==> config.mk <==
export PLATFORM = sky130hd
export DESIGN_NAME = cbst_top
export DESIGN_NICKNAME = d
export VERILOG_FILES = /design/src/logic/cbst_pkg.sv /design/src/logic/cbst_pulse_div.sv /design/src/logic/cbst_ahb_if.sv /design/src/logic/cbst_top.sv
export SDC_FILE = /design/constraint.sdc
export NUM_CORES = 1
export LEC_CHECK = 0
export BUFFER_PORTS_ARGS = -buffer_cell sky130_fd_sc_hd__buf_2
export CAP_MARGIN = 10
export CORE_MARGIN = 1
export CORE_UTILIZATION = 59
export DETAILED_ROUTE_END_ITERATION = 12
export PLACE_DENSITY_LB_ADDON = 0.3
export SYNTH_ARGS = -nofsm -noshare
export SYNTH_HDL_FRONTEND = slang
export SYNTH_SLANG_ARGS = --single-unit
==> constraint.sdc <==
create_clock -name clk -period 5.45 [get_ports clk]
set_input_delay 0.545 -clock clk [delete_from_list [all_inputs] [get_ports clk]]
set_output_delay 0.545 -clock clk [all_outputs]
set_load 0.005 [all_outputs]
==> src/logic/cbst_pkg.sv <==
// shared constants and types of the cell-balance status timer
package cbst_pkg;
    // clock and tick timing
    localparam int unsigned CLK_HZ = 125_000_000;
    localparam int unsigned TICK_PERIOD_MS = 1000;
    localparam int unsigned CYCLES_PER_TICK = CLK_HZ / 1000 * TICK_PERIOD_MS;
    localparam int unsigned SEC_PER_MIN = 60;
    localparam int unsigned MIN_PER_HOUR = 60;

    // register indices; byte address is four times the index
    localparam logic [9:0] IDX_CTRL = 10'h080;
    localparam logic [9:0] IDX_PROGRESS = 10'h081;
    localparam logic [9:0] IDX_UVSTAT = 10'h082;
    localparam logic [9:0] IDX_EXPIRY = 10'h090;
    localparam logic [9:0] IDX_SWITCH = 10'h091;
    localparam int unsigned IDX_W = 10;

    // field positions
    localparam int unsigned ACT_LSB = 14;
    localparam int unsigned UNIT_LSB = 12;
    localparam int unsigned CNTR_LSB = 10;
    localparam int unsigned MODE_LSB = 11;
    localparam int unsigned HOLD_LSB = 8;
    localparam int unsigned NUM_CELLS = 14;
    localparam int unsigned TIMER_W = 10;

    // field values
    localparam logic [1:0] ACT_DISABLED = 2'h0;
    localparam logic [1:0] ACT_RUNNING = 2'h1;
    localparam logic [1:0] ACT_DONE = 2'h2;
    localparam logic [1:0] ACT_HALTED = 2'h3;
    localparam logic [1:0] UNIT_NONE = 2'h0;
    localparam logic [1:0] UNIT_SEC = 2'h1;
    localparam logic [1:0] UNIT_MIN = 2'h2;
    localparam logic [1:0] UNIT_HOUR = 2'h3;
    localparam logic [2:0] MODE_OFF = 3'h0;
    localparam logic [2:0] MODE_EMERGENCY = 3'h1;
    localparam logic [1:0] HOLD_NONE = 2'h0;
    localparam logic [1:0] HOLD_EXTEND = 2'h2;
    localparam logic [1:0] HOLD_FOREVER = 2'h3;
    localparam logic [9:0] EXPIRY_INFINITE = 10'h3ff;

    // hold extension lengths in minutes, per timer unit
    localparam logic [11:0] EXT_MIN_SEC_UNIT = 12'h005;
    localparam logic [11:0] EXT_MIN_MIN_UNIT = 12'h040;
    localparam logic [11:0] EXT_MIN_HOUR_UNIT = 12'hf00;

    // reset values
    localparam logic [9:0] EXPIRY_RESET = 10'h000;
    localparam logic [13:0] SWITCH_RESET = 14'h0000;

    typedef enum logic [1:0] {
        ST_IDLE,
        ST_ACTIVE,
        ST_DONE,
        ST_HALT
    } cbst_state_t;
endpackage

==> src/logic/cbst_pulse_div.sv <==
// pulse divider: one output pulse for every DIV input pulses
`timescale 1ns/10ps
module cbst_pulse_div #(
    parameter int unsigned DIV = 60
) (
    // clock and reset
    input wire logic clk,
    input wire logic rst,
    // control
    input wire logic clear,
    input wire logic inPulse,
    // output
    output logic outPulse
);
    localparam int unsigned CW = $clog2(DIV);
    localparam logic [CW-1:0] LAST = CW'(DIV - 1);

    if (DIV < 2) begin : g_check
        $error("cbst_pulse_div: DIV must be at least 2");
    end

    logic [CW-1:0] count_r;

    always_ff @(posedge clk) begin
        if (rst || clear) begin
            count_r <= '0;
        end else if (inPulse) begin
            count_r <= (count_r == LAST) ? '0 : count_r + 1'b1;
        end
    end

    assign outPulse = inPulse && (count_r == LAST) && !clear;
endmodule

==> src/logic/cbst_ahb_if.sv <==
// ahb-lite slave front end: decode, write strobe, registered read data
`timescale 1ns/10ps
module cbst_ahb_if import cbst_pkg::*; (
    // clock and reset
    input wire logic clk,
    input wire logic rst,
    // ahb-lite slave
    input wire logic hsel,
    input wire logic [31:0] haddr,
    input wire logic [1:0] htrans,
    input wire logic hwrite,
    input wire logic [2:0] hsize,
    input wire logic [31:0] hwdata,
    input wire logic hready,
    output logic hreadyout,
    output logic hresp,
    output logic [31:0] hrdata,
    // register side
    output logic wrStrobe,
    output logic [IDX_W-1:0] wrIndex,
    output logic [15:0] wrData,
    output logic [IDX_W-1:0] rdIndex,
    input wire logic rdHit,
    input wire logic [15:0] rdValue
);
    logic addrPhase;
    logic wordAligned;
    logic wrPend_r;
    logic [IDX_W-1:0] wrIndex_r;
    logic [31:0] hrdata_r;

    assign wordAligned = (haddr[31:12] == 20'h00000) && (haddr[1:0] == 2'h0) && (hsize == 3'h2);
    assign addrPhase = hsel && htrans[1] && hready && wordAligned;
    assign rdIndex = haddr[11:2];

    always_ff @(posedge clk) begin
        if (rst) begin
            wrPend_r <= 1'b0;
            wrIndex_r <= '0;
        end else begin
            wrPend_r <= addrPhase && hwrite;
            wrIndex_r <= haddr[11:2];
        end
    end

    // unmapped or unaligned reads return zero
    always_ff @(posedge clk) begin
        if (rst) begin
            hrdata_r <= 32'h00000000;
        end else if (hsel && htrans[1] && hready && !hwrite) begin
            hrdata_r <= (wordAligned && rdHit) ? {16'h0000, rdValue} : 32'h00000000;
        end
    end

    assign wrStrobe = wrPend_r;
    assign wrIndex = wrIndex_r;
    assign wrData = hwdata[15:0];
    assign hrdata = hrdata_r;
    assign hreadyout = 1'b1;
    assign hresp = 1'b0;
endmodule

==> src/logic/cbst_top.sv <==
// cell-balance status timer: control, progress and undervoltage status over ahb-lite
//
// Register access over AHB-Lite is this design's own decision.
`timescale 1ns/10ps
module cbst_top import cbst_pkg::*; #(
    parameter int unsigned CYCLES_PER_SEC = CYCLES_PER_TICK
) (
    // clock and reset
    input wire logic clk,
    input wire logic rst,
    // ahb-lite slave
    input wire logic hsel,
    input wire logic [31:0] haddr,
    input wire logic [1:0] htrans,
    input wire logic hwrite,
    input wire logic [2:0] hsize,
    input wire logic [31:0] hwdata,
    input wire logic hready,
    output logic hreadyout,
    output logic hresp,
    output logic [31:0] hrdata,
    // measurement results, one bit per cell, and the undervoltage check enable
    input wire logic [NUM_CELLS-1:0] cellBelowThreshold,
    input wire logic [NUM_CELLS-1:0] cellCheckUnsupported,
    input wire logic uvCheckEnable,
    // exit alerts
    input wire logic thermalExitAlert,
    input wire logic timeoutExitAlert,
    input wire logic calibrationFaultAlert,
    // shutdown hold
    output logic shutdownLine
);
    if (CYCLES_PER_SEC < 2) begin : g_check
        $error("cbst_top: CYCLES_PER_SEC must be at least 2");
    end

    logic wrStrobe;
    logic [IDX_W-1:0] wrIndex;
    logic [15:0] wrData;
    logic [IDX_W-1:0] rdIndex;
    logic rdHit;
    logic [15:0] rdValue;

    cbst_ahb_if u_bus (
        .clk(clk),
        .rst(rst),
        .hsel(hsel),
        .haddr(haddr),
        .htrans(htrans),
        .hwrite(hwrite),
        .hsize(hsize),
        .hwdata(hwdata),
        .hready(hready),
        .hreadyout(hreadyout),
        .hresp(hresp),
        .hrdata(hrdata),
        .wrStrobe(wrStrobe),
        .wrIndex(wrIndex),
        .wrData(wrData),
        .rdIndex(rdIndex),
        .rdHit(rdHit),
        .rdValue(rdValue)
    );

    // software-written settings
    logic [2:0] balanceModeSelect_r;
    logic [1:0] shutdownHoldSetting_r;
    logic [TIMER_W-1:0] balanceExpirySetting_r;
    logic [NUM_CELLS-1:0] cellSwitchEnable_r;
    logic ctrlWrite;
    logic balanceLaunch;
    logic balanceDisable;
    logic [2:0] wrMode;

    assign wrMode = wrData[MODE_LSB +: 3];
    assign ctrlWrite = wrStrobe && (wrIndex == IDX_CTRL);
    assign balanceLaunch = ctrlWrite && (wrMode != MODE_OFF);
    assign balanceDisable = ctrlWrite && (wrMode == MODE_OFF);

    always_ff @(posedge clk) begin
        if (rst) begin
            balanceModeSelect_r <= MODE_OFF;
            shutdownHoldSetting_r <= HOLD_NONE;
        end else if (ctrlWrite) begin
            balanceModeSelect_r <= wrMode;
            shutdownHoldSetting_r <= wrData[HOLD_LSB +: 2];
        end
    end

    always_ff @(posedge clk) begin
        if (rst) begin
            balanceExpirySetting_r <= EXPIRY_RESET;
        end else if (wrStrobe && (wrIndex == IDX_EXPIRY)) begin
            balanceExpirySetting_r <= wrData[TIMER_W-1:0];
        end
    end

    always_ff @(posedge clk) begin
        if (rst) begin
            cellSwitchEnable_r <= SWITCH_RESET;
        end else if (wrStrobe && (wrIndex == IDX_SWITCH)) begin
            cellSwitchEnable_r <= wrData[NUM_CELLS-1:0];
        end
    end

    // second, minute and hour ticks, realigned at launch
    logic secTick;
    logic minTick;
    logic hourTick;

    cbst_pulse_div #(.DIV(CYCLES_PER_SEC)) u_sec (
        .clk(clk),
        .rst(rst),
        .clear(ctrlWrite),
        .inPulse(1'b1),
        .outPulse(secTick)
    );

    cbst_pulse_div #(.DIV(SEC_PER_MIN)) u_min (
        .clk(clk),
        .rst(rst),
        .clear(ctrlWrite),
        .inPulse(secTick),
        .outPulse(minTick)
    );

    cbst_pulse_div #(.DIV(MIN_PER_HOUR)) u_hour (
        .clk(clk),
        .rst(rst),
        .clear(ctrlWrite),
        .inPulse(minTick),
        .outPulse(hourTick)
    );

    logic [1:0] launchUnit;
    always_comb begin
        case (wrMode)
            MODE_OFF: launchUnit = UNIT_NONE;
            MODE_EMERGENCY: launchUnit = UNIT_HOUR;
            default: launchUnit = wrMode[0] ? UNIT_MIN : UNIT_SEC;
        endcase
    end

    logic [1:0] timerUnit_r;
    always_ff @(posedge clk) begin
        if (rst) begin
            timerUnit_r <= UNIT_NONE;
        end else if (ctrlWrite) begin
            timerUnit_r <= launchUnit;
        end
    end

    logic unitTick;
    always_comb begin
        case (timerUnit_r)
            UNIT_SEC: unitTick = secTick;
            UNIT_MIN: unitTick = minTick;
            UNIT_HOUR: unitTick = hourTick;
            default: unitTick = 1'b0;
        endcase
    end

    // operation state
    cbst_state_t state_r;
    cbst_state_t stateNxt;
    logic [TIMER_W-1:0] balanceElapsedTimer_r;
    logic [NUM_CELLS-1:0] perCellUndervoltageFlags_r;
    logic autoMode;
    logic expiryReached;
    logic allCellsEnded;
    logic haltNow;
    logic endNow;

    assign autoMode = balanceModeSelect_r[2];
    assign haltNow = thermalExitAlert || timeoutExitAlert || calibrationFaultAlert;
    // infinite expiry never ends the operation
    assign expiryReached = (balanceExpirySetting_r != EXPIRY_INFINITE) && unitTick
        && ((balanceElapsedTimer_r + 1'b1) >= balanceExpirySetting_r);
    assign allCellsEnded = autoMode && (cellSwitchEnable_r != '0)
        && ((perCellUndervoltageFlags_r & cellSwitchEnable_r) == cellSwitchEnable_r);

    always_comb begin
        stateNxt = state_r;
        case (state_r)
            ST_ACTIVE: begin
                if (haltNow) begin
                    stateNxt = ST_HALT;
                end else if (expiryReached || allCellsEnded) begin
                    stateNxt = ST_DONE;
                end
            end
            ST_IDLE, ST_DONE, ST_HALT: stateNxt = state_r;
            default: stateNxt = ST_IDLE;
        endcase
        // only disable or launch leaves a final state
        if (balanceDisable) begin
            stateNxt = ST_IDLE;
        end else if (balanceLaunch) begin
            stateNxt = ST_ACTIVE;
        end
    end

    assign endNow = (state_r == ST_ACTIVE) && ((stateNxt == ST_DONE) || (stateNxt == ST_HALT));

    always_ff @(posedge clk) begin
        if (rst) begin
            state_r <= ST_IDLE;
        end else begin
            state_r <= stateNxt;
        end
    end

    logic [1:0] activityCode;
    always_comb begin
        case (state_r)
            ST_ACTIVE: activityCode = ACT_RUNNING;
            ST_DONE: activityCode = ACT_DONE;
            ST_HALT: activityCode = ACT_HALTED;
            default: activityCode = ACT_DISABLED;
        endcase
    end

    always_ff @(posedge clk) begin
        if (rst || ctrlWrite) begin
            balanceElapsedTimer_r <= '0;
        // counts in the selected unit, wraps
        end else if ((state_r == ST_ACTIVE) && unitTick) begin
            balanceElapsedTimer_r <= balanceElapsedTimer_r + 1'b1;
        end
    end

    // 1 Hz counter whenever a mode is selected
    logic [1:0] oneHzActivityCounter_r;
    always_ff @(posedge clk) begin
        if (rst || ctrlWrite) begin
            oneHzActivityCounter_r <= 2'h0;
        // also runs in hold extension; ignores expiry
        end else if ((balanceModeSelect_r != MODE_OFF) && secTick) begin
            oneHzActivityCounter_r <= oneHzActivityCounter_r + 1'b1;
        end
    end

    // flag cells below threshold; and unsupported cells
    logic [NUM_CELLS-1:0] flagSet;
    assign flagSet = ((state_r == ST_ACTIVE) && autoMode && uvCheckEnable && !balanceDisable)
        ? ((cellBelowThreshold | cellCheckUnsupported) & cellSwitchEnable_r) : '0;

    // cleared only on control write; cell n at bit n-1
    always_ff @(posedge clk) begin
        if (rst) begin
            perCellUndervoltageFlags_r <= '0;
        end else begin
            perCellUndervoltageFlags_r <= (ctrlWrite ? '0 : perCellUndervoltageFlags_r) | flagSet;
        end
    end

    // hold extension in minute ticks; one spare tick keeps it from ending early
    logic [11:0] extLeft_r;
    logic [11:0] extLength;
    logic extActive;

    always_comb begin
        case (timerUnit_r)
            UNIT_MIN: extLength = EXT_MIN_MIN_UNIT;
            UNIT_HOUR: extLength = EXT_MIN_HOUR_UNIT;
            default: extLength = EXT_MIN_SEC_UNIT;
        endcase
    end

    always_ff @(posedge clk) begin
        if (rst || ctrlWrite) begin
            extLeft_r <= 12'h000;
        end else if (endNow) begin
            extLeft_r <= extLength + 12'h001;
        end else if (minTick && (extLeft_r != 12'h000)) begin
            extLeft_r <= extLeft_r - 1'b1;
        end
    end

    assign extActive = ((state_r == ST_DONE) || (state_r == ST_HALT))
        && ((shutdownHoldSetting_r == HOLD_FOREVER)
        || ((shutdownHoldSetting_r == HOLD_EXTEND) && (extLeft_r != 12'h000)));

    // shutdown line held during run and extension
    always_ff @(posedge clk) begin
        if (rst) begin
            shutdownLine <= 1'b0;
        end else begin
            shutdownLine <= ((stateNxt == ST_ACTIVE) && (shutdownHoldSetting_r != HOLD_NONE))
                || extActive;
        end
    end

    logic [TIMER_W-1:0] timerView;
    assign timerView = extActive ? balanceExpirySetting_r : balanceElapsedTimer_r;

    // read mux; status writes decode to nothing
    always_comb begin
        rdHit = 1'b1;
        case (rdIndex)
            IDX_CTRL: rdValue = {activityCode, balanceModeSelect_r, 1'b0, shutdownHoldSetting_r, 8'h00};
            IDX_PROGRESS: rdValue = {activityCode, timerUnit_r, oneHzActivityCounter_r, timerView};
            IDX_UVSTAT: rdValue = {activityCode, perCellUndervoltageFlags_r};
            IDX_EXPIRY: rdValue = {6'h00, balanceExpirySetting_r};
            IDX_SWITCH: rdValue = {2'h0, cellSwitchEnable_r};
            default: begin
                rdHit = 1'b0;
                rdValue = 16'h0000;
            end
        endcase
    end
endmodule

==> results of run 1 <==
-- registers in the layout, summed over array words and instances, names as in the netlist, 10 cells and up --
name and count:
perCellUndervoltageFlags_r 14, balanceExpirySetting_r 10, u_bus.hrdata 16, u_bus.wrIndex 10
cellSwitchEnable_r 14, balanceElapsedTimer_r 10, u_sec.count_r 27, extLeft_r 12
-- cell families after synthesis --
kind of cell,count (synthesis)
adders and majority gates,15
muxes,30
other,2
xor gates and xnor gates,55
DFF,138
AOI/OAI and AO/OA,145
buffers and inverters,71
and+or+nand+nor,331
-- layout make-up --
class / instances / area share (%)
inverter: 25 / 1.19
sequential: 138 / 35.0
multi-input combinational: 594 / 47.3
antenna: 1 / 0.0317
timing repair buffer: 105 / 6.73
clock inverter: 7 / 1.14
clock buffer: 23 / 6.32
tap: 140 / 2.22
-- per-stage QoR --
step,instances,setup WS [ps]
4_1_cts,1032,2090
2_1_floorplan,803,2620
5_1_grt,1032,1810
3_3_place_gp,1002,2250
6_report,1033,2030
3_5_place_dp,1002,2130
-- cells in the final DEF (no fill, tap or decap), types with 5 or more instances in the layout --
cell	n
sky130_fd_sc_hd__a211oi_1	9
sky130_fd_sc_hd__a21boi_0	9
sky130_fd_sc_hd__a21oi_1	30
sky130_fd_sc_hd__a222oi_1	12
sky130_fd_sc_hd__and3_1	13
sky130_fd_sc_hd__buf_2	103
sky130_fd_sc_hd__clkbuf_16	17
sky130_fd_sc_hd__clkbuf_8	5
sky130_fd_sc_hd__conb_1	18
sky130_fd_sc_hd__dfxtp_1	138
sky130_fd_sc_hd__ha_1	15
sky130_fd_sc_hd__inv_1	25
sky130_fd_sc_hd__mux2i_1	27
sky130_fd_sc_hd__nand2_1	81
sky130_fd_sc_hd__nand2b_1	11
sky130_fd_sc_hd__nand3_1	23
sky130_fd_sc_hd__nand3b_1	8
sky130_fd_sc_hd__nand4_1	23
sky130_fd_sc_hd__nand4b_1	6
sky130_fd_sc_hd__nor2_1	85
sky130_fd_sc_hd__nor2b_1	14
sky130_fd_sc_hd__nor3_1	13
sky130_fd_sc_hd__nor4_1	14
sky130_fd_sc_hd__o21ai_0	57
sky130_fd_sc_hd__xnor2_1	19
sky130_fd_sc_hd__xor2_1	36
-- layer usage --
metal | global-route usage, % | vias up | share of wire, %
met4 | 14.9 | 0 | 2.8
li1 | - | 2967 | -
met5 | 0 | - | 0
met1 | 37.2 | 2946 | 42
met2 | 52.9 | 262 | 49
met3 | 6.75 | 49 | 6.4
-- worst max-delay path, stage by stage (launching register included) --
cell and delay [ps]:
sky130_fd_sc_hd__dfxtp_1 510, sky130_fd_sc_hd__and3_1 240, sky130_fd_sc_hd__and3_1 240, sky130_fd_sc_hd__nand3_1 210, sky130_fd_sc_hd__xnor2_1 190, sky130_fd_sc_hd__ha_1 300, sky130_fd_sc_hd__o211ai_1 80, sky130_fd_sc_hd__or3_1 380
sky130_fd_sc_hd__o21ai_0 280, sky130_fd_sc_hd__nand4_1 280, sky130_fd_sc_hd__a21oi_1 450, sky130_fd_sc_hd__nor3_1 100
-- synth_stat cells, types with 15 or more instances --
cell	instances
sky130_fd_sc_hd__dfxtp_1	138
sky130_fd_sc_hd__nand2_1	81
sky130_fd_sc_hd__buf_4	18
sky130_fd_sc_hd__o21ai_0	57
sky130_fd_sc_hd__nand4_1	23
sky130_fd_sc_hd__clkbuf_1	21
sky130_fd_sc_hd__ha_1	15
sky130_fd_sc_hd__a21oi_1	30
sky130_fd_sc_hd__nand3_1	23
sky130_fd_sc_hd__xnor2_1	19
sky130_fd_sc_hd__mux2i_1	27
sky130_fd_sc_hd__nor2_1	85
sky130_fd_sc_hd__xor2_1	36
sky130_fd_sc_hd__inv_1	25
-- report_power, final --
group | internal, µW | switching, µW
clock network | 726 | 424
registers | 1020 | 3.45
logic | 32.2 | 44.8
total | 1770 | 473
-- worst paths after layout --
check                                        startpoint  slack [ps]  depth (start not counted)                     endpoint
setup / recovery  balanceElapsedTimer_r[2]$_SDFFE_PP0P_        2030                         11    extLeft_r[3]$_SDFFE_PP0P_
hold / removal                                 haddr[7]         340                          2  u_bus.wrIndex[5]$_SDFF_PP0_
setup reg to reg  balanceElapsedTimer_r[2]$_SDFFE_PP0P_        2030                         11    extLeft_r[3]$_SDFFE_PP0P_
hold reg to reg             u_sec.count_r[0]$_SDFF_PP0_         450                          1  u_sec.count_r[0]$_SDFF_PP0_
==> results.txt, run 1 <==
----------------------------------------------------
[Synth]
  Register area share after synthesis ... 40.8%
  Main combinational cell family by area after synthesis ... simple AND/OR/NAND/NOR gates
  Synth Flop Type ... sky130_fd_sc_hd__dfxtp_1
  Netlist area before placement ... 0.00678 mm²
  Fraction of post-synthesis cell area in the top cell type by area ... 40.8%
  Async set-or-reset flop fraction in the synthesized netlist ... 0%
  Largest area contributor in the synthesized netlist ... sky130_fd_sc_hd__dfxtp_1
  Avg Synthesized Cell Area ... 8.61 µm²
  Portion of netlist area occupied by mux cells ... 4.49%
  Synth Area in Compound Gates ... 13.7%
  Cell types occupying the most area after synthesis ... sky130_fd_sc_hd__dfxtp_1, sky130_fd_sc_hd__nor2_1, sky130_fd_sc_hd__xor2_1, sky130_fd_sc_hd__nand2_1, sky130_fd_sc_hd__o21ai_0
  Distinct cell type count of the synthesized netlist ... 66
  Post-synthesis instance total ... 787
  Share of synthesized cell area in and, or, nand and nor gates ... 26.0%
  Adder-Cell Fraction of Synth Area ... 2.77%
  Synth warnings ... 0
  XOR/XNOR Fraction of Synth Area ... 7.11%
  Number of enable flip-flop cells after synthesis ... 0
  Post-synthesis register bit count ... 138

[Detailed routing]
  Detailed-router iteration count before antenna repair ... 5
  Total via count in the routed design ... 6224
  Routed wire length ... 17500 µm
  Vias per cell ... 6.03
  Count of routing violations after the opening detailed-route iteration ... 569
  Antenna-violating nets left ... 0
  Drc violations ... 0
  Detailed-route wire length per cell ... 16.9 µm

[GRT]
  Congestion Overflow GR ... 0
  Initial antenna violation count ... 0
  Largest net degree at the start of global routing ... 54
  Number of global-route vias before repair ... 6023
  Global-route wire length before repair ... 28500 µm
  Total Routing Usage GR ... 31.1%

[Finish]
  Layout cell share with drive strength beyond 1 ... 17.4%
  Sequential cell area ... 0.00276 mm²
  Total non-filler cell area in the finished layout ... 0.00788 mm²
  Area Growth Syn to Fin ... 16.3%
  Layout Utilization ... 71.5%
  Nets@finish ... 1002
  Number of fill cells ... 819
  Multi-input logic area ... 0.00373 mm²

[Floorplan]
  Number of top-level design ports ... 141
  Area of the core ... 0.0110 mm²
  FP Rows ... 38
  Starting density of the core ... 61.5%
  Die X ... 109 µm
  Vertical extent of the die ... 109 µm
  Die area ... 0.0119 mm²

[Critical path]
  Biggest fanout along the worst timing path ... 8
  Arrival time of data at the critical path endpoint ... 3680 ps
  Required arrival time at the worst endpoint ... 5710 ps
  Path type of the worst setup path ... reg -> reg
  Worst setup EP type ... register
  Kind of start point of the critical path ... register

[STA]
  Final setup violating endpoints ... 0
  Max Freq ... 292 MHz
  Worst clock skew ... 10.7 ps
  Post-layout minimum cycle time ... 3420 ps
  Relative slew slack ... 18.5%
  Setup Total Neg Slack ... 0 ps
  Final hold viol count ... 0
  Tightest Pin Transition ... 1220 ps
  Ratio of final minimum period to clock period ... 62.8%
  Slew Viols, Final ... 0
  RSZ-0062 raised after global routing ... false
  Fin Hold WS ... 344 ps

[CTS]
  Number of hold-repair buffers added at the cts stage ... 0
  Number of gates resized after cts ... 0
  Clock tree from TritonCTS ... done
  Number of clock buffers inserted by TritonCTS ... 17
  Clock input transition at the sequential cells of the worst setup and hold paths ... 50 ps
  Deepest clock path buffer count ... 2
  Cell at the root of the clock tree ... sky130_fd_sc_hd__clkbuf_16
  Post-CTS Setup Repair Bufs ... 0
  Source-to-sink clock delay at the later pin of the worst-skew pair ... 430 ps
  H-tree level count ... 4
  Number of sinks on the clock net ... 138

[Pwr]
  Tot Pwr ... 2250 µW
  LEAKAGE ... 0.00307 µW
  Total power divided by cell area ... 285 mW/mm²
  IR Drop Worst-Case VDD ... 237 µV

[Place]
  Sum of net half-perimeters after detailed placement ... 12600 µm
  Number of buffer cells added on primary ports ... 103
  GP Congestion ... 0.895
  Placed instance area ... 0.00729 mm²

[Job]
  Max-capacitance violation count ... 0

[Run status]
  Status ... completed

[Worst hold path]
  Hold crit path type ... in -> reg

----------------------------------------------------
Power figures use the tool's default switching activity.
==> run 2: changes to the inputs <==
--- a/config.mk
+++ b/config.mk
@@ -8,7 +8,7 @@
 export BUFFER_PORTS_ARGS = -buffer_cell sky130_fd_sc_hd__buf_2
 export CAP_MARGIN = 10
 export CORE_MARGIN = 1
-export CORE_UTILIZATION = 59
+export CORE_UTILIZATION = 55
 export DETAILED_ROUTE_END_ITERATION = 12
 export PLACE_DENSITY_LB_ADDON = 0.3
 export SYNTH_ARGS = -nofsm -noshare
==> constraint.sdc (replaced) <==
create_clock -name clk -period 3.3 [get_ports clk]
set_input_delay 0.33 -clock clk [delete_from_list [all_inputs] [get_ports clk]]
set_output_delay 0.33 -clock clk [all_outputs]
set_load 0.005 [all_outputs]
==> run 2 against run 1 <==
  * Non-clock buffer count increased by 13
  * Sequential share of layout area down 0.53 points
  * Die area is 7.1% higher
  * Combinational power grew 69%
  * Flip-flop and latch count is the same
  * Design area increased by 1.6%
  * Largest power group unchanged
==> results.txt, run 2 (synthesis results as in run 1) <==
----------------------------------------------------
[STA]
  Setup Total Neg Slack ... 0 ps
  Ratio of final minimum period to clock period ... 94.0%
  Fin Hold WS ... 130 ps
  RSZ-0062 raised after global routing ... false
  Relative slew slack ... 11.4%
  Post-layout minimum cycle time ... 3100 ps
  Slew Viols, Final ... 0
  Max Freq ... 323 MHz
  Worst clock skew ... 7.00 ps
  Worst setup margin ... 199 ps
  Final hold viol count ... 0
  Tightest Pin Transition ... 1330 ps
  Final setup violating endpoints ... 0

[GRT]
  Number of global-route vias before repair ... 5678
  Congestion Overflow GR ... 0
  Largest net degree at the start of global routing ... 29
  Initial antenna violation count ... 0
  Global-route wire length before repair ... 27100 µm
  Total Routing Usage GR ... 26.9%

[Finish]
  Number of fill cells ... 990
  Most common library cell in the layout ignoring fill and taps ... sky130_fd_sc_hd__dfxtp_1
  Flip-flop count of the largest register, all copies and words added ... 27
  Top reg by flops ... u_sec.count_r
  Layout cell share with drive strength beyond 1 ... 19.2%
  Multi-input logic area ... 0.00375 mm²
  Area Growth Syn to Fin ... 18.1%
  Nets@finish ... 1015
  Total non-filler cell area in the finished layout ... 0.00801 mm²
  Sequential cell area ... 0.00276 mm²
  Diodes inserted ... 0
  Commonest cells after routing, fill and taps aside ... sky130_fd_sc_hd__dfxtp_1, sky130_fd_sc_hd__buf_2, sky130_fd_sc_hd__nor2_1

[Floorplan]
  Die area ... 0.0128 mm²
  Starting density of the core ... 56.4%
  Area of the core ... 0.0120 mm²
  Number of top-level design ports ... 141
  Vertical extent of the die ... 113 µm
  Die X ... 113 µm
  FP Rows ... 40

[Detailed routing]
  Routed wire length ... 16500 µm
  Drc violations ... 0
  Detailed-router iteration count before antenna repair ... 5
  Count of routing violations after the opening detailed-route iteration ... 503
  Vias per cell ... 5.69
  Detailed-route wire length per cell ... 15.7 µm
  Total via count in the routed design ... 5998
  Antenna-violating nets left ... 0

[Critical path]
  Worst setup EP type ... register
  Required arrival time at the worst endpoint ... 3610 ps
  Kind of start point of the critical path ... register
  Biggest fanout along the worst timing path ... 8
  Arrival time of data at the critical path endpoint ... 3410 ps
  Path type of the worst setup path ... reg -> reg

[Pwr]
  Tot Pwr ... 3670 µW
  IR Drop Worst-Case VDD ... 371 µV
  LEAKAGE ... 0.00313 µW
  Total power divided by cell area ... 459 mW/mm²

[CTS]
  Clock input transition at the sequential cells of the worst setup and hold paths ... 50 ps
  Number of sinks on the clock net ... 138
  Deepest clock path buffer count ... 2
  H-tree level count ... 4
  Number of clock buffers inserted by TritonCTS ... 17
  Cell at the root of the clock tree ... sky130_fd_sc_hd__clkbuf_16
  Source-to-sink clock delay at the later pin of the worst-skew pair ... 420 ps
  Number of hold-repair buffers added at the cts stage ... 0
  Clock tree from TritonCTS ... done

[Place]
  GP Congestion ... 0.882
  Sum of net half-perimeters after detailed placement ... 12200 µm
  Placed instance area ... 0.00739 mm²
  Setup WS pre-CTS ... 179 ps
  Number of buffer cells added on primary ports ... 103

[Worst hold path]
  Hold crit path type ... in -> reg

[Job]
  Max-capacitance violation count ... 0

[Run status]
  Status ... completed

----------------------------------------------------
run 2: final timing paths:
| path | startpoint | endpoint | slack, ps | cells after the start |
|---|---|---|---|---|
| setup reg to reg | balanceElapsedTimer_r[0]$_SDFFE_PP0P_ | extLeft_r[1]$_SDFFE_PP0P_ | 200 | 11 |
| setup / recovery | balanceElapsedTimer_r[0]$_SDFFE_PP0P_ | extLeft_r[1]$_SDFFE_PP0P_ | 200 | 11 |
| hold / removal | haddr[9] | u_bus.wrIndex[7]$_SDFF_PP0_ | 130 | 2 |
| hold reg to reg | u_sec.count_r[0]$_SDFF_PP0_ | u_sec.count_r[0]$_SDFF_PP0_ | 440 | 1 |
run 2: repair_timing:
| item | 4_1_cts | 5_1_grt |
|---|---|---|
| setup buffers | 0 | 1 |
| resized for setup | 0 | 4 |
| endpoints found under the setup margin | 0 | 8 |
| endpoints found under the hold margin | 0 | 0 |
run 2: per-stage QoR:
stage / util, % / cells
2_1_floorplan: - / 803
3_3_place_gp: 61.5 / 1021
3_5_place_dp: 61.5 / 1021
4_1_cts: 66.4 / 1053
5_1_grt: 66.7 / 1054
6_report: 66.7 / 1054
run 2: layer usage:
metal	routed length, µm	share of wire, %	track usage, %
met1	7510	45	34.4
met2	7710	47	44.5
met3	1020	6.2	6.43
met4	307	1.9	9.39
met5	0	0	0
run 2: area by class of cell:
| class | count | share of cell area (%) |
|---|---|---|
| multi-input combinational | 594 | 46.8 |
| sequential | 138 | 34.5 |
| timing repair buffer | 118 | 7.84 |
| clock buffer | 21 | 5.88 |
| tap | 147 | 2.30 |
| clock inverter | 11 | 1.50 |
| inverter | 25 | 1.17 |
run 2: worst max-delay path: stages (launching register included):
cell and delay [ps]:
sky130_fd_sc_hd__dfxtp_1 340, sky130_fd_sc_hd__ha_1 270, sky130_fd_sc_hd__and3_1 210, sky130_fd_sc_hd__and3_1 230
sky130_fd_sc_hd__xor2_1 150, sky130_fd_sc_hd__ha_1 270, sky130_fd_sc_hd__o211ai_1 70, sky130_fd_sc_hd__or3_1 360
sky130_fd_sc_hd__o21ai_0 230, sky130_fd_sc_hd__nand4_1 320, sky130_fd_sc_hd__a21o_4 350, sky130_fd_sc_hd__a22o_1 190
run 2: power breakdown:
part           leakage [µW]  internal [µW]  switching, µW
clock network      0.000285           1170            695
registers           0.00111           1680           5.87
logic               0.00173           56.3           74.1
total               0.00313           2900            775
==> run 3: changes to the inputs <==
--- a/config.mk
+++ b/config.mk
@@ -8,7 +8,7 @@
 export BUFFER_PORTS_ARGS = -buffer_cell sky130_fd_sc_hd__buf_2
 export CAP_MARGIN = 10
 export CORE_MARGIN = 1
-export CORE_UTILIZATION = 55
+export CORE_UTILIZATION = 50
 export DETAILED_ROUTE_END_ITERATION = 12
 export PLACE_DENSITY_LB_ADDON = 0.3
 export SYNTH_ARGS = -nofsm -noshare
==> constraint.sdc (replaced) <==
create_clock -name clk -period 2.8 [get_ports clk]
set_input_delay 0.28 -clock clk [delete_from_list [all_inputs] [get_ports clk]]
set_output_delay 0.28 -clock clk [all_outputs]
set_load 0.005 [all_outputs]
==> run 3 against run 2 <==
  * The run now ends with setup timing left
  * Global-route usage down 1.6 points
  * Wire length increased by 6.4%
  * Worst setup slack worse by 240 ps
  * Register-to-register slack lost 240 ps
  * Design area up 3.3%
  * Clock-buffer cell count rose by 3
  * Flip-flop and latch count unchanged
  * Sequential power increased by 18%
  * Clock power up 6%
  * Cell count grew 4.4%
  * First-iteration DRC count down 24%
==> results.txt, run 3 (synthesis results as in run 1) <==
----------------------------------------------------
[STA]
  Max Freq ... 352 MHz
  Post-layout minimum cycle time ... 2840 ps
  Worst clock skew ... 8.13 ps
  Slew Viols, Final ... 0
  Worst setup margin ... -42.2 ps
  RSZ-0062 raised after global routing ... true
  Fin Hold WS ... 86.2 ps
  Setup Total Neg Slack ... -148 ps
  Final hold viol count ... 0
  Final setup violating endpoints ... 4
  Tightest Pin Transition ... 747 ps
  Ratio of final minimum period to clock period ... 102%
  Relative slew slack ... 49.7%

[Finish]
  Sequential cell area ... 0.00277 mm²
  Layout Utilization ... 62.5%
  Total non-filler cell area in the finished layout ... 0.00827 mm²
  Nets@finish ... 1037
  Layout cell share with drive strength beyond 1 ... 22.5%
  Multi-input logic area ... 0.00388 mm²
  Number of fill cells ... 1188
  Most common library cell in the layout ignoring fill and taps ... sky130_fd_sc_hd__dfxtp_1
  Diodes inserted ... 0
  Flip-flop count of the largest register, all copies and words added ... 27
  Commonest cells after routing, fill and taps aside ... sky130_fd_sc_hd__dfxtp_1, sky130_fd_sc_hd__buf_2, sky130_fd_sc_hd__nor2_1
  Top reg by flops ... u_sec.count_r
  Area Growth Syn to Fin ... 22.0%

[Critical path]
  Kind of start point of the critical path ... register
  Arrival time of data at the critical path endpoint ... 3140 ps
  Required arrival time at the worst endpoint ... 3090 ps
  Minimum setup slack among reg-to-reg paths ... -40 ps
  Biggest fanout along the worst timing path ... 4
  Path type of the worst setup path ... reg -> reg
  Worst setup EP type ... register

[Floorplan]
  Area of the core ... 0.0132 mm²
  Die X ... 118 µm
  Die area ... 0.0140 mm²
  Vertical extent of the die ... 118 µm
  Starting density of the core ... 51.2%
  Number of top-level design ports ... 141
  FP Rows ... 42

[Pwr]
  Relative contribution of combinational cells to total power ... 3.8%
  IR Drop Worst-Case VDD ... 444 µV
  LEAKAGE ... 0.00322 µW
  Proportion of total power due to net switching ... 21.2%
  Sequential fraction of design power ... 48.2%
  Total power divided by cell area ... 497 mW/mm²
  Switching power ... 870 µW
  Int Power ... 3240 µW
  Clock network fraction of design power ... 48.0%

[CTS]
  Source-to-sink clock delay at the later pin of the worst-skew pair ... 420 ps
  Deepest clock path buffer count ... 2
  Number of hold-repair buffers added at the cts stage ... 0
  Number of sinks on the clock net ... 138
  Clock input transition at the sequential cells of the worst setup and hold paths ... 60 ps
  Cell at the root of the clock tree ... sky130_fd_sc_hd__clkbuf_16
  Clock tree from TritonCTS ... done
  Number of clock buffers inserted by TritonCTS ... 17
  H-tree level count ... 4

[Place]
  Sum of net half-perimeters after detailed placement ... 12600 µm
  Setup WS pre-CTS ... -16.7 ps
  Number of buffer cells added on primary ports ... 103
  Placed instance area ... 0.00758 mm²
  GP Congestion ... 0.811

[Worst hold path]
  Hold crit path type ... in -> reg

[GRT]
  Routing usage on met3 ... 5.65%
  Number of global-route vias before repair ... 5740
  Congestion Overflow GR ... 0
  Initial antenna violation count ... 0
  Largest net degree at the start of global routing ... 30
  Met1 Use GR ... 31.3%
  Total Routing Usage GR ... 25.3%
  Most crowded layer after global routing ... met2
  Met2 capacity usage during global routing ... 42.8%
  Global-route wire length before repair ... 28000 µm

[Run status]
  Status ... finished with violations
  Violations in the final reports ... setup timing

[Job]
  Max-capacitance violation count ... 0

[Detailed routing]
  Detailed-router iteration count before antenna repair ... 8
  Total via count in the routed design ... 6107
  Antenna-violating nets left ... 0
  Detailed-route wire length per cell ... 16.0 µm
  Drc violations ... 0
  Vias per cell ... 5.55
  Count of routing violations after the opening detailed-route iteration ... 380
  Routed wire length ... 17600 µm

----------------------------------------------------
run 3: cell count changes in the layout (fill, tap and decap cells not counted), sizes merged:
cell      before  now
buf          118  140
clkinv         6    2
bufinv         2    0
clkbuf        21   24
clkinvlp       3    1
run 3: worst max-delay path: stages, from the launching register on:
cell and delay [ps]:
sky130_fd_sc_hd__dfxtp_4 360, sky130_fd_sc_hd__and3_4 180, sky130_fd_sc_hd__and3_4 200, sky130_fd_sc_hd__nand3_2 90, sky130_fd_sc_hd__xnor2_1 160, sky130_fd_sc_hd__ha_1 320
sky130_fd_sc_hd__o211ai_1 90, sky130_fd_sc_hd__or3_1 360, sky130_fd_sc_hd__o21ai_2 170, sky130_fd_sc_hd__nand4_1 220, sky130_fd_sc_hd__buf_4 250, sky130_fd_sc_hd__a21oi_4 130
sky130_fd_sc_hd__buf_6 130, sky130_fd_sc_hd__nor3_1 40
run 3: area by class of cell:
cell class	instances	area share, %
multi-input cells	594	46.9
flip-flops and latches	138	33.5
repair buffers	140	9.64
clock buffers	24	5.95
well taps	176	2.66
inverters	25	1.13
clock inverters	3	0.212
run 3: power groups by stage:
stage          clock, µW  combinational, µW  sequential, µW
2_1_floorplan          0               83.0            2020
3_3_place_gp           0                152            2020
3_5_place_dp           0                153            2020
4_1_cts             2000                155            1980
5_1_grt             2100                171            1980
6_report            1970                156            1980
run 3: layer usage:
| layer | vias to the layer above | part of all wire (%) | routed length, µm |
|---|---|---|---|
| li1 | 3033 | - | - |
| met1 | 2843 | 43 | 7570 |
| met2 | 205 | 49 | 8610 |
| met3 | 26 | 6.4 | 1130 |
| met4 | 0 | 1.7 | 291 |
| met5 | - | 0 | 0 |
run 3: through the flow:
stage	power, µW	cells
floorplan	2110	803
global placement	2180	1070
detailed placement	2180	1070
CTS	4140	1098
global route	4250	1100
finish	4110	1100
run 3: worst paths after layout:
kind	from	cells after the start	to
setup reg to reg	balanceElapsedTimer_r[0]$_SDFFE_PP0P_	13	extLeft_r[7]$_SDFFE_PP0P_
hold reg to reg	u_sec.count_r[0]$_SDFF_PP0_	1	u_sec.count_r[0]$_SDFF_PP0_
setup / recovery	balanceElapsedTimer_r[0]$_SDFFE_PP0P_	13	extLeft_r[7]$_SDFFE_PP0P_
hold / removal	haddr[9]	2	u_bus.wrIndex[7]$_SDFF_PP0_
run 3: what timing repair did:
action,in CTS,in global routing
setup buffers,1,2
resized for setup,5,27
gates cloned,0,0
endpoints found under the hold margin,0,0
endpoints found under the setup margin,5,13
pin swaps,2,11
